--- config.mk ---
export PLATFORM = sky130hd
export DESIGN_NAME = pmoc_top
export DESIGN_NICKNAME = d
export VERILOG_FILES = /design/src/pmoc_pkg.sv /design/src/pmoc_top.sv /design/src/pmoc_link.sv
export VERILOG_INCLUDE_DIRS = /design/src
export SDC_FILE = /design/constraint.sdc
export NUM_CORES = 1
export LEC_CHECK = 0
export ABC_AREA = 1
export BUFFER_PORTS_ARGS = -buffer_cell sky130_fd_sc_hd__buf_2
export CORE_MARGIN = 2
export CORE_UTILIZATION = 35
export DETAILED_ROUTE_END_ITERATION = 12
export PLACE_DENSITY_LB_ADDON = 0.15
export SLEW_MARGIN = 20
export SYNTH_ARGS = -nofsm -noshare
export SYNTH_HDL_FRONTEND = slang
export SYNTH_SLANG_ARGS = --single-unit
export TNS_END_PERCENT = 50
--- constraint.sdc ---
create_clock -name clk -period 3.9 [get_ports clk]
set_input_delay 0.39 -clock clk [delete_from_list [all_inputs] [get_ports clk]]
set_output_delay 0.39 -clock clk [all_outputs]
set_load 0.02 [all_outputs]
--- src/pmoc_defs.svh ---
/*
 Constants of the power-unit command block: command codes, register
 field positions, reset values and the fixed bus address.
 Assumes inclusion by bare name from every design file that needs them.
*/
`ifndef PMOC_DEFS_SVH
`define PMOC_DEFS_SVH

// Bus address of this unit, arbitrary value
`define PMOC_SLAVE_ADDR      7'h10

`define PMOC_CMD_OPERATION   8'h01
`define PMOC_CMD_ONOFF_CFG   8'h02
`define PMOC_CMD_CLEAR       8'h03
`define PMOC_CMD_VOUT_FMT    8'h20
`define PMOC_CMD_VOUT_SET    8'h21
`define PMOC_CMD_SUMMARY     8'h78

`define PMOC_OP_SOFT_OFF     2'h1
`define PMOC_OP_ON           2'h2
`define PMOC_OP_MARGIN_OFF   2'h0

`define PMOC_CFG_POL_BIT     1
`define PMOC_CFG_PIN_BIT     2
`define PMOC_CFG_CMD_BIT     3

`define PMOC_OP_RST          8'h40
`define PMOC_CFG_RST         8'h16
`define PMOC_VOUT_RST        16'h0000

`define PMOC_OUTPUT_VOLTAGE_FORMAT       3'h0
`define PMOC_VOUT_EXP        5'h14

`define PMOC_RD_IDLE         8'hFF

`endif

--- src/pmoc_pkg.sv ---
/*
 Types of the power-unit command block: link states and the structs
 that carry fault levels and link events.
 Assumes nothing beyond a SystemVerilog compiler.
*/
package pmoc_pkg;

   typedef enum logic [2:0] {
      LK_IDLE = 3'b000,
      LK_ADDR = 3'b001,
      LK_ACK  = 3'b010,
      LK_RX   = 3'b011,
      LK_TX   = 3'b100,
      LK_TACK = 3'b101
   } pmoc_link_e;

   typedef struct packed {
      logic other;
      logic temp;
      logic vin_uv;
      logic iout_oc;
      logic vout_ov;
   } pmoc_fault_s;

   typedef struct packed {
      logic       byte_rx;
      logic       first;
      logic       rd_load;
      logic       stop;
      logic [7:0] data;
   } pmoc_evt_s;

endpackage

--- src/pmoc_top.sv ---
/*
 Command interpreter of a single-phase power unit on the management bus:
 on/off control, fault clearing and alert, output-voltage format and
 setpoint, summary status byte.
 Assumes fault_i and power_ok_i come from power-stage logic on clk; the
 CONTROL pin and the bus pins are asynchronous and are synchronised here.
*/
// How it works
// - Commanded on/off mode holds until a new command or pin change.
// - Command top bits 01 soft-off; 10 with margin 00 turns on.
// - Config bit 0 ignored; shutdown always uses the programmed ramp.
// - Config bit 1 picks control pin polarity: 0 low starts, 1 high.
// - Config bit 2 set makes the control pin required for start.
// - Config bit 3 set makes the command on setting required.
// - With both required, unit runs only while both say on.
// - Clear command wipes every set fault and warning bit.
// - Clear command also releases the alert output.
// - After clearing, operation continues per present configuration.
// - A fault still present is set again at once after clearing.
// - Format byte read-only: exponent in 4:0, bits 7:5 read 000.
// - Setpoint is a 16-bit unsigned mantissa, writable at run time.
// - Summary bit 0 flags a fault not shown in bits 7:1.
// - Summary bit 1 flags a communication fault.
// - Summary bit 2 flags any temperature fault or warning.
// - Summary bits 3,4,5: input UV, output OC, output OV faults.
// - Summary bit 6 set whenever no output power is supplied.
`timescale 1ns/1ps
`default_nettype none
`include "pmoc_defs.svh"

module pmoc_top
   import pmoc_pkg::*;
(
   input  wire logic        clk,
   input  wire logic        rst,
   input  wire logic        scl_i,
   input  wire logic        sda_i,
   input  wire logic        ctl_pin_i,
   input  wire logic        power_ok_i,
   input  wire pmoc_fault_s fault_i,
   output var  logic        sda_o,
   output var  logic        sda_oe,
   output var  logic        smbalert_n,
   output var  logic        unit_enable,
   output var  logic [15:0] vout_setpoint
);

   logic [1:0] ctl_sy;
   pmoc_evt_s  evt;
   logic [7:0] rd_byte;
   logic [7:0] op_r;
   logic [7:0] cfg_r;
   logic [7:0] cmd_r;
   logic [7:0] vlo_r;
   logic [1:0] idx_r;
   logic [5:0] sts_r;
   logic [5:0] sts_nxt;
   logic       cmd_rx;
   logic       wr_data;
   logic       clr;
   logic       cml_set;
   logic       pin_on;
   logic       cmd_on;
   logic       en_nxt;

   function automatic logic cmd_known(input logic [7:0] c);
      return c == `PMOC_CMD_OPERATION || c == `PMOC_CMD_ONOFF_CFG ||
             c == `PMOC_CMD_CLEAR     || c == `PMOC_CMD_VOUT_FMT  ||
             c == `PMOC_CMD_VOUT_SET  || c == `PMOC_CMD_SUMMARY;
   endfunction

   function automatic logic op_supported(input logic [7:0] d);
      return d[7:6] == `PMOC_OP_SOFT_OFF ||
             (d[7:6] == `PMOC_OP_ON && d[5:4] == `PMOC_OP_MARGIN_OFF);
   endfunction

   pmoc_link u_link (
      .clk     (clk),
      .rst     (rst),
      .scl_i   (scl_i),
      .sda_i   (sda_i),
      .rd_byte (rd_byte),
      .evt     (evt),
      .sda_oe  (sda_oe)
   );

   // Open-drain data line only ever pulls low
   always_ff @(posedge clk or posedge rst) begin
      if (rst) begin
         sda_o <= 1'b0;
      end else begin
         sda_o <= 1'b0;
      end
   end

   always_ff @(posedge clk or posedge rst) begin
      if (rst) begin
         ctl_sy <= 2'h0;
      end else begin
         ctl_sy <= {ctl_sy[0], ctl_pin_i};
      end
   end

   assign cmd_rx  = evt.byte_rx & evt.first;
   assign wr_data = evt.byte_rx & ~evt.first;
   assign clr     = cmd_rx & (evt.data == `PMOC_CMD_CLEAR);

   // Command byte and byte index within the transaction
   always_ff @(posedge clk or posedge rst) begin
      if (rst) begin
         cmd_r <= 8'h00;
         idx_r <= 2'h0;
      end else if (cmd_rx) begin
         cmd_r <= evt.data;
         idx_r <= 2'h0;
      end else if ((wr_data || evt.rd_load) && idx_r != 2'h3) begin
         idx_r <= idx_r + 2'h1;
      end
   end

   // Unsupported codes are refused, so the last valid mode stays
   always_ff @(posedge clk or posedge rst) begin
      if (rst) begin
         op_r <= `PMOC_OP_RST;
      end else if (wr_data && cmd_r == `PMOC_CMD_OPERATION &&
                   idx_r == 2'h0 && op_supported(evt.data)) begin
         op_r <= evt.data;
      end
   end

   always_ff @(posedge clk or posedge rst) begin
      if (rst) begin
         cfg_r <= `PMOC_CFG_RST;
      end else if (wr_data && cmd_r == `PMOC_CMD_ONOFF_CFG &&
                   idx_r == 2'h0) begin
         cfg_r <= evt.data;
      end
   end

   // Low byte first; the setpoint changes only when both have arrived
   always_ff @(posedge clk or posedge rst) begin
      if (rst) begin
         vlo_r         <= 8'h00;
         vout_setpoint <= `PMOC_VOUT_RST;
      end else if (wr_data && cmd_r == `PMOC_CMD_VOUT_SET) begin
         if (idx_r == 2'h0) begin
            vlo_r <= evt.data;
         end else if (idx_r == 2'h1) begin
            vout_setpoint <= {evt.data, vlo_r};
         end
      end
   end

   // Setpoint range is the host's duty; no clamp here

   // Config bit 0 has no effect; the stage always ramps down
   assign pin_on = cfg_r[`PMOC_CFG_POL_BIT] ? ctl_sy[1] : ~ctl_sy[1];
   assign cmd_on = op_r[7:6] == `PMOC_OP_ON;
   assign en_nxt = (~cfg_r[`PMOC_CFG_PIN_BIT] | pin_on) &
                   (~cfg_r[`PMOC_CFG_CMD_BIT] | cmd_on);

   // Follows pin and command levels, so clearing faults never stops it
   always_ff @(posedge clk or posedge rst) begin
      if (rst) begin
         unit_enable <= 1'b0;
      end else begin
         unit_enable <= en_nxt;
      end
   end

   assign cml_set = (cmd_rx & ~cmd_known(evt.data)) |
                    (wr_data & (cmd_r == `PMOC_CMD_VOUT_FMT ||
                                cmd_r == `PMOC_CMD_SUMMARY ||
                                (cmd_r == `PMOC_CMD_OPERATION &&
                                 !op_supported(evt.data))));

   // Live conditions win over the clear
   always_comb begin
      sts_nxt = clr ? 6'h00 : sts_r;
      sts_nxt = sts_nxt | {fault_i.vout_ov, fault_i.iout_oc,
                           fault_i.vin_uv, fault_i.temp,
                           cml_set, fault_i.other};
   end

   always_ff @(posedge clk or posedge rst) begin
      if (rst) begin
         sts_r      <= 6'h00;
         smbalert_n <= 1'b1;
      end else begin
         sts_r      <= sts_nxt;
         smbalert_n <= ~|sts_nxt;
      end
   end

   always_comb begin
      case (cmd_r)
         `PMOC_CMD_OPERATION: rd_byte = op_r;
         `PMOC_CMD_ONOFF_CFG: rd_byte = cfg_r;
         `PMOC_CMD_VOUT_FMT:  rd_byte = {`PMOC_OUTPUT_VOLTAGE_FORMAT, `PMOC_VOUT_EXP};
         `PMOC_CMD_VOUT_SET:  rd_byte = (idx_r == 2'h0) ?
                                        vout_setpoint[7:0] :
                                        vout_setpoint[15:8];
         `PMOC_CMD_SUMMARY:   rd_byte = {1'b0, ~power_ok_i, sts_r};
         default:             rd_byte = `PMOC_RD_IDLE;
      endcase
   end
endmodule

`default_nettype wire

--- src/pmoc_link.sv ---
/*
 Byte engine of the two-wire management bus: start/stop detection,
 address match, receive with acknowledge, transmit of read bytes.
 Assumes scl_i and sda_i are raw pins, sampled here on clk, with SCL
 slow enough for several clk periods per level. No clock stretching.
*/
`timescale 1ns/1ps
`default_nettype none
`include "pmoc_defs.svh"

module pmoc_link
   import pmoc_pkg::*;
(
   input  wire logic       clk,
   input  wire logic       rst,
   input  wire logic       scl_i,
   input  wire logic       sda_i,
   input  wire logic [7:0] rd_byte,
   output var  pmoc_evt_s  evt,
   output var  logic       sda_oe
);

   logic [1:0] scl_sy;
   logic [1:0] sda_sy;
   logic       scl_q;
   logic       sda_q;
   logic       rise;
   logic       fall;
   logic       start;
   logic       stop;
   pmoc_link_e st_r;
   logic [3:0] cnt_r;
   logic [7:0] sh_r;
   logic [7:0] tx_r;
   logic       rw_r;
   logic       nack_r;
   logic       first_r;

   // Edge logic only reads the second stage and its delayed copy
   always_ff @(posedge clk or posedge rst) begin
      if (rst) begin
         scl_sy <= 2'h3;
         sda_sy <= 2'h3;
         scl_q  <= 1'b1;
         sda_q  <= 1'b1;
      end else begin
         scl_sy <= {scl_sy[0], scl_i};
         sda_sy <= {sda_sy[0], sda_i};
         scl_q  <= scl_sy[1];
         sda_q  <= sda_sy[1];
      end
   end

   assign rise  = scl_sy[1] & ~scl_q;
   assign fall  = ~scl_sy[1] & scl_q;
   assign start = scl_sy[1] & scl_q & sda_q & ~sda_sy[1];
   assign stop  = scl_sy[1] & scl_q & ~sda_q & sda_sy[1];

   always_ff @(posedge clk or posedge rst) begin
      if (rst) begin
         st_r    <= LK_IDLE;
         cnt_r   <= 4'h0;
         sh_r    <= 8'h00;
         tx_r    <= 8'h00;
         rw_r    <= 1'b0;
         nack_r  <= 1'b0;
         first_r <= 1'b0;
         sda_oe  <= 1'b0;
         evt     <= '0;
      end else begin
         evt.byte_rx <= 1'b0;
         evt.rd_load <= 1'b0;
         evt.stop    <= 1'b0;
         if (stop) begin
            st_r     <= LK_IDLE;
            sda_oe   <= 1'b0;
            evt.stop <= 1'b1;
         end else if (start) begin
            st_r    <= LK_ADDR;
            cnt_r   <= 4'h0;
            sda_oe  <= 1'b0;
            first_r <= 1'b1;
         end else begin
            unique case (st_r)
               LK_IDLE: begin
               end
               LK_ADDR, LK_RX: begin
                  if (rise) begin
                     sh_r  <= {sh_r[6:0], sda_sy[1]};
                     cnt_r <= cnt_r + 4'h1;
                  end else if (fall && cnt_r == 4'h8) begin
                     if (st_r == LK_RX) begin
                        evt.byte_rx <= 1'b1;
                        evt.data    <= sh_r;
                        evt.first   <= first_r;
                        first_r     <= 1'b0;
                        sda_oe      <= 1'b1;
                        rw_r        <= 1'b0;
                        st_r        <= LK_ACK;
                     end else if (sh_r[7:1] == `PMOC_SLAVE_ADDR) begin
                        sda_oe <= 1'b1;
                        rw_r   <= sh_r[0];
                        st_r   <= LK_ACK;
                     end else begin
                        st_r <= LK_IDLE;
                     end
                  end
               end
               LK_ACK: begin
                  if (fall) begin
                     if (rw_r) begin
                        evt.rd_load <= 1'b1;
                        sda_oe      <= ~rd_byte[7];
                        tx_r        <= {rd_byte[6:0], 1'b0};
                        cnt_r       <= 4'h1;
                        st_r        <= LK_TX;
                     end else begin
                        sda_oe <= 1'b0;
                        cnt_r  <= 4'h0;
                        st_r   <= LK_RX;
                     end
                  end
               end
               LK_TX: begin
                  if (fall) begin
                     if (cnt_r == 4'h8) begin
                        sda_oe <= 1'b0;
                        st_r   <= LK_TACK;
                     end else begin
                        sda_oe <= ~tx_r[7];
                        tx_r   <= {tx_r[6:0], 1'b0};
                        cnt_r  <= cnt_r + 4'h1;
                     end
                  end
               end
               LK_TACK: begin
                  if (rise) begin
                     nack_r <= sda_sy[1];
                  end else if (fall) begin
                     if (nack_r) begin
                        st_r <= LK_IDLE;
                     end else begin
                        evt.rd_load <= 1'b1;
                        sda_oe      <= ~rd_byte[7];
                        tx_r        <= {rd_byte[6:0], 1'b0};
                        cnt_r       <= 4'h1;
                        st_r        <= LK_TX;
                     end
                  end
               end
            endcase
         end
      end
   end

endmodule

`default_nettype wire

==> flow_metrics.env, run 1 <==
export IMPL_clk_path_buf_depth=2
export IMPL_powerDensity_nw_per_um2=390.1
export IMPL_antenna_cells=0
export IMPL_cts_resized=0
export IMPL_critPathLaunchType="flop"
export IMPL_arrival_ps=2280
export IMPL_ys_top_cells_by_area="dfrtp_1 (46%), nand2_1 (18%), dfstp_2 (5.8%)"
export IMPL_drc=0
export IMPL_routed_via_count=4125
export IMPL_port_buffers=29
export IMPL_fmax_ghz=0.4884
export IMPL_grt_pass1_vias=3877
export IMPL_fin_crit_sh_pct=52.50
export IMPL_cts_setup_buffers=0
export IMPL_hp_class="input pin to flop"
export IMPL_worst_pin_slew_ps=746.7
export IMPL_worstPathRequired_ps=4130
export IMPL_async_flop_share_pct=100.0
export IMPL_post_synth_top_count_cell="nand2_1"
export IMPL_synth_commonest_cells="nand2_1 (243), dfrtp_1 (92), inv_1 (63), nor2_1 (59), o21ai_0 (46)"
export IMPL_yosysSeqAreaShare_pct=51.72
export IMPL_min_path_cells=1
export IMPL_grt_use_total_pct=17.89
export IMPL_core_um2=13930
export IMPL_drt_pass1_iter_count=5
export IMPL_slew_headroom_pct=50.10
export IMPL_synth_edf_count=0
export IMPL_drive_above_1_share_pct=12.81
export IMPL_detail_route_wirelength_mm=12.32
export IMPL_area_delta_synth_final_pct=12.14
export IMPL_fin_nets=690
export IMPL_path_max_fanout=32
export IMPL_syn_num_nets=660
export IMPL_totalNegativeSetupSlack_ps=0
export IMPL_vias_per_cell=4.802
export IMPL_die_w_um=123.6
export IMPL_status="completed"
export IMPL_holdBufCountCts=0
export IMPL_synth_distinct_cells=29
export IMPL_slowest_delay_ps=600
export IMPL_ctsRootBufferMaster="clkbuf_16"
export IMPL_die_h_um=123.6
export IMPL_ys_ff_latch=103
export IMPL_dp_cells=843
export IMPL_critPathSlowestCell="nand4_2"
export IMPL_synth_area_um2=5010
export IMPL_dp_hpwl_mm=8.805
export IMPL_wire_per_inst_um=14.34
export IMPL_worstSetupEndpointType="flop"
export IMPL_setup_viol=0
export IMPL_slew_viol_final=0
export IMPL_crit_chain="nor2_1 > nand3_1 > nor2_4 > nand4_2 > nand2_1 > o21ai_1"
export IMPL_path_class="flop to flop"
export IMPL_die_area_um2=15290
export IMPL_cts_tree="done"
export IMPL_globalplace_congestion=0.8513
export IMPL_stdcell_count=859
export IMPL_yosys_warnings=0
export IMPL_p_leak_nw=2.816
export IMPL_maxCapViolCount=0
export IMPL_r2r_slack_ps=1850
export IMPL_initial_core_util_pct=35.95
export IMPL_cts_num_sinks=103
export IMPL_fin_util_pct=40.32
export IMPL_worstSkewPairLatency_ps=360
export IMPL_r2r_cells=6
export IMPL_post_synth_top_area_cell="dfrtp_1"
export IMPL_clock_skew_ps=7.258
export IMPL_syn_area_per_cell_um2=7.779
export IMPL_overflow=0
export IMPL_final_antenna_net_count=0
export IMPL_synth_main_ff_cell="dfrtp_1"
export IMPL_drtIter0Drc=356
export IMPL_cts_htree_levels=3
export IMPL_synth_top_area_share_pct=45.95
export IMPL_rsz0062_at_grt="no"
export IMPL_numCtsBuffers=9
export IMPL_grt_max_degree=60
export IMPL_fin_crit_ps=2048
export IMPL_num_rows=43
export IMPL_pre_cts_ws_ps=1870
export IMPL_peakVddDrop_v=0.0002144
export IMPL_cts_clk_slew_worst_paths_ps=70
export IMPL_fin_ws_ps=1852
export IMPL_finalHoldViolCount=0
export IMPL_ios=31
export IMPL_syn_inst=644
export IMPL_grt_pass1_wl_mm=20.45
export IMPL_antenna_found_initial=0
-- report_power, final --
part           leakage (nW)  internal [W]  switching [W]  total (W)
clock network         0.145      0.000449       0.000446   0.000895
logic                  1.32     0.0000559      0.0000970   0.000153
registers              1.35       0.00111      0.0000383    0.00114
total                  2.82       0.00161       0.000581    0.00219
-- layout make-up --
type	instances	area, um^2
inverter	69	261.5
timing repair buffer	31	160.2
multi-input combinational	460	2092
fill	1453	8317
clock buffer	9	225.2
clock inverter	7	62.56
sequential	103	2591
tap	180	225.2
-- cells in the final DEF, fill, tap and decap left out, drive strengths merged --
cell type	netlist	layout
a31oi	2	2
nand3	38	38
a21oi	9	9
nand2	246	246
buf	10	31
xnor2	1	1
nand3b	1	1
clkinv	0	2
ha	5	5
dfstp	11	11
nor4	1	1
nand4	8	8
inv	69	74
nor3	2	2
conb	1	1
clkbuf	2	9
nor2	67	67
dfrtp	92	92
o21ai	79	79
-- sequential cells by signal, indices dropped and copies added, names as in the netlist --
register,count
vout_setpoint,16
u_link.evt,11
cfg_r,8
cmd_r,8
op_r,8
u_link.sh_r,8
vlo_r,8
u_link.tx_r,7
sts_r,6
u_link.cnt_r,4
u_link.st_r,3
ctl_sy,2
idx_r,2
u_link.scl_sy,2
u_link.sda_sy,2
smbalert_n,1
u_link.first_r,1
u_link.nack_r,1
u_link.rw_r,1
u_link.scl_q,1
u_link.sda_oe,1
u_link.sda_q,1
unit_enable,1
-- kinds of logic after synthesis --
kind of cell               share of synthesized area (%)
and+or+nand+nor                                    30.99
buffers and inverters                              6.519
xor gates and xnor gates                          0.1749
AOI/OAI and AO/OA                                  9.266
adders and majority gates                          1.249
DFF                                                51.72
other                                            0.07485
-- worst max-delay path, delay by kind of cell (launching register included) --
family | cells | cell delay (ps)
AOI/OAI and AO/OA | 1 | 80
DFF | 1 | 440
and+or+nand+nor | 5 | 1390
-- worst paths after layout --
path,start,to
hold / removal,scl_i,u_link.scl_sy[0]
max in group asynchronous,rst,u_link.sda_q
min in group asynchronous,rst,vlo_r[4]
setup reg to reg,cmd_r[6],vout_setpoint[4]
setup / recovery,cmd_r[6],vout_setpoint[4]
hold reg to reg,u_link.sda_sy[0],u_link.sda_sy[1]
-- per-stage QoR --
step / hold slack [ps] / power (W) / cell area, um^2
4_1_cts: 99.76 / 0.002224 / 5618
3_3_place_gp: 344.1 / 0.001315 / 5330
2_1_floorplan: 331.2 / 0.001275 / 5010
5_1_grt: 101.2 / 0.002299 / 5618
3_5_place_dp: 335.5 / 0.001320 / 5330
6_report: 115.6 / 0.002191 / 5618
-- per-layer routing --
| layer | track usage, % | share of wire, % | vias up |
|---|---|---|---|
| met5 | 0 | 0 | - |
| met4 | 5.611 | 1.6 | 0 |
| met3 | 4.762 | 4.2 | 13 |
| met2 | 27.27 | 45 | 71 |
| met1 | 24.90 | 49 | 1940 |
| li1 | - | - | 2101 |
Note: power is estimated with default switching activity, not from simulation.
==> inputs of run 2 (changes only) <==
- clock period: 3.9 -> 2 ns (I/O delays scaled with it)
==> flow_metrics.env, run 2 (synthesis results as in run 1) <==
export IMPL_ios=31
export IMPL_path_max_fanout=6
export IMPL_slew_headroom_pct=57.76
export IMPL_numCtsBuffers=9
export IMPL_powerDensity_nw_per_um2=759.9
export IMPL_overflow=0
export IMPL_arrival_ps=2090
export IMPL_fin_nets=705
export IMPL_routed_via_count=4132
export IMPL_cts_tree="done"
export IMPL_totalNegativeSetupSlack_ps=0
export IMPL_port_buffers=29
export IMPL_final_cell_mix="nand2_1 (243), dfrtp_1 (92), inv_1 (62)"
export IMPL_critPathBufInv=0
export IMPL_worstSkewPairLatency_ps=360
export IMPL_p_leak_nw=2.896
export IMPL_top_regs="vout_setpoint: 16 flops, u_link.evt: 11 flops"
export IMPL_dp_hpwl_mm=8.991
export IMPL_die_h_um=123.6
export IMPL_power_internal_w=0.003302
export IMPL_clk_path_buf_depth=2
export IMPL_globalplace_congestion=0.9259
export IMPL_critPathSlowestCell="nor2_1"
export IMPL_largest_register_ffs=16
export IMPL_die_area_um2=15290
export IMPL_wire_per_inst_um=14.27
export IMPL_grt_max_degree=43
export IMPL_initial_core_util_pct=35.95
export IMPL_grt_use_total_pct=17.81
export IMPL_power_frac_comb_pct=7.1
export IMPL_grt_pass1_wl_mm=20.55
export IMPL_p_clk_share_pct=42.4
export IMPL_p_sw_w=0.001109
export IMPL_cts_num_sinks=103
export IMPL_path_class="flop to flop"
export IMPL_drive_above_1_share_pct=14.12
export IMPL_cp_top_family="simple AND/OR/NAND/NOR gates"
export IMPL_status="completed"
export IMPL_detail_route_wirelength_mm=12.47
export IMPL_drc=0
export IMPL_cts_clk_slew_worst_paths_ps=70
export IMPL_drtIter0Drc=263
export IMPL_antenna_cells=0
export IMPL_final_antenna_net_count=0
export IMPL_fin_area_um2=5806
export IMPL_vias_per_cell=4.728
export IMPL_cts_htree_levels=3
export IMPL_place_area_um2=5431
export IMPL_worstPathRequired_ps=2300
export IMPL_ctsRootBufferMaster="clkbuf_16"
export IMPL_setup_viol=0
export IMPL_min_path_cells=3
export IMPL_path_common_cell="nand2_1"
export IMPL_crit_chain="nor2_1 > nand3_1 > nor2_1 > nand2_1 > nand2_1 > nor2_1 > nand2_1 > nand2_1 > nand2_1"
export IMPL_critPathLaunchType="flop"
export IMPL_final_common_cell="nand2_1"
export IMPL_maxCapViolCount=0
export IMPL_area_delta_synth_final_pct=15.88
export IMPL_peakVddDrop_v=0.0004240
export IMPL_slowest_delay_ps=460
export IMPL_slew_viol_final=0
export IMPL_rsz0062_at_grt="no"
export IMPL_worstSetupEndpointType="flop"
export IMPL_grt_pass1_vias=4007
export IMPL_clock_skew_ps=4.691
export IMPL_hp_class="input pin to flop"
export IMPL_p_seq_share_pct=50.5
export IMPL_worst_pin_slew_ps=632.3
export IMPL_fin_crit_sh_pct=89.75
export IMPL_finalHoldViolCount=0
export IMPL_fin_crit_ps=1795
export IMPL_core_um2=13930
export IMPL_drt_pass1_iter_count=4
export IMPL_antenna_found_initial=0
export IMPL_crit_cells=9
export IMPL_fmax_ghz=0.5571
export IMPL_die_w_um=123.6
export IMPL_r2r_cells=9
export IMPL_switching_share_pct=25.15
export IMPL_regMostFlops="vout_setpoint"
export IMPL_num_rows=43
-- run 2: cell types whose count changed in the layout (fill, tap and decap cells not counted), moves of 2 or more --
cell	previous run	this run
clkinvlp_4	0	2
buf_4	2	10
buf_12	0	3
dlygate4sd3_1	0	4
-- run 2: power by group through the flow --
stage	sequential [W]	clock (W)	combinational, W
3_5_place_dp	0.00227	0	0.000314
2_1_floorplan	0.00226	0	0.000229
6_report	0.00223	0.00187	0.000313
4_1_cts	0.00223	0.00193	0.000320
5_1_grt	0.00224	0.00200	0.000372
3_3_place_gp	0.00227	0	0.000308
-- run 2: timing repair --
action | 4_1_cts | 5_1_grt
setup buffers | 0 | 1
setup endpoints to repair | 0 | 1
gates resized for setup | 0 | 0
hold buffers | 4 | 0
hold endpoints to repair | 27 | 0
-- run 2: stage by stage --
step	utilization (%)	setup WS (ps)	hold slack, ps	instances	total power [W]
final	41.66	204.9	46.04	874	0.004411
after global routing	41.66	35.33	50.49	874	0.004612
after global placement	38.98	242.9	306.5	853	0.002575
after floorplan	-	359.2	204.5	644	0.002486
after detailed placement	38.98	216.6	307.3	853	0.002581
after CTS	41.52	202.0	39.08	873	0.004477
-- run 2: worst paths after layout --
| kind | start | end | slack [ps] |
|---|---|---|---|
| max | cmd_r[0] | u_link.tx_r[1] | 200 |
| min in group asynchronous | rst | vlo_r[3] | 470 |
| min | fault_i[4] | sts_r[0] | 50 |
| max in group asynchronous | rst | smbalert_n | 870 |
| min reg2reg | ctl_sy[0] | ctl_sy[1] | 360 |
| max reg2reg | cmd_r[0] | u_link.tx_r[1] | 200 |
-- run 2: layer usage --
layer | wire length, um | track usage, %
met4 | 291 | 6.889
met1 | 6141 | 25.10
met5 | 0 | 0
met3 | 473 | 3.755
met2 | 5568 | 26.89
-- run 2: worst reg2reg max path, stage by stage, from the launching register on --
cell and delay [ps]:
dfrtp_1 440, nor2_1 220, nand3_1 90, nor2_1 460
nand2_1 190, nand2_1 120, nor2_1 50, nand2_1 60
nand2_1 60, nand2_1 50
-- run 2: cell type report --
type / count / area (um^2)
timing repair buffer: 46 / 320.3
tap: 180 / 225.2
inverter: 69 / 262.8
fill: 1424 / 8129
multi-input combinational: 460 / 2092
sequential: 103 / 2591
clock buffer: 10 / 239.0
clock inverter: 6 / 75.07
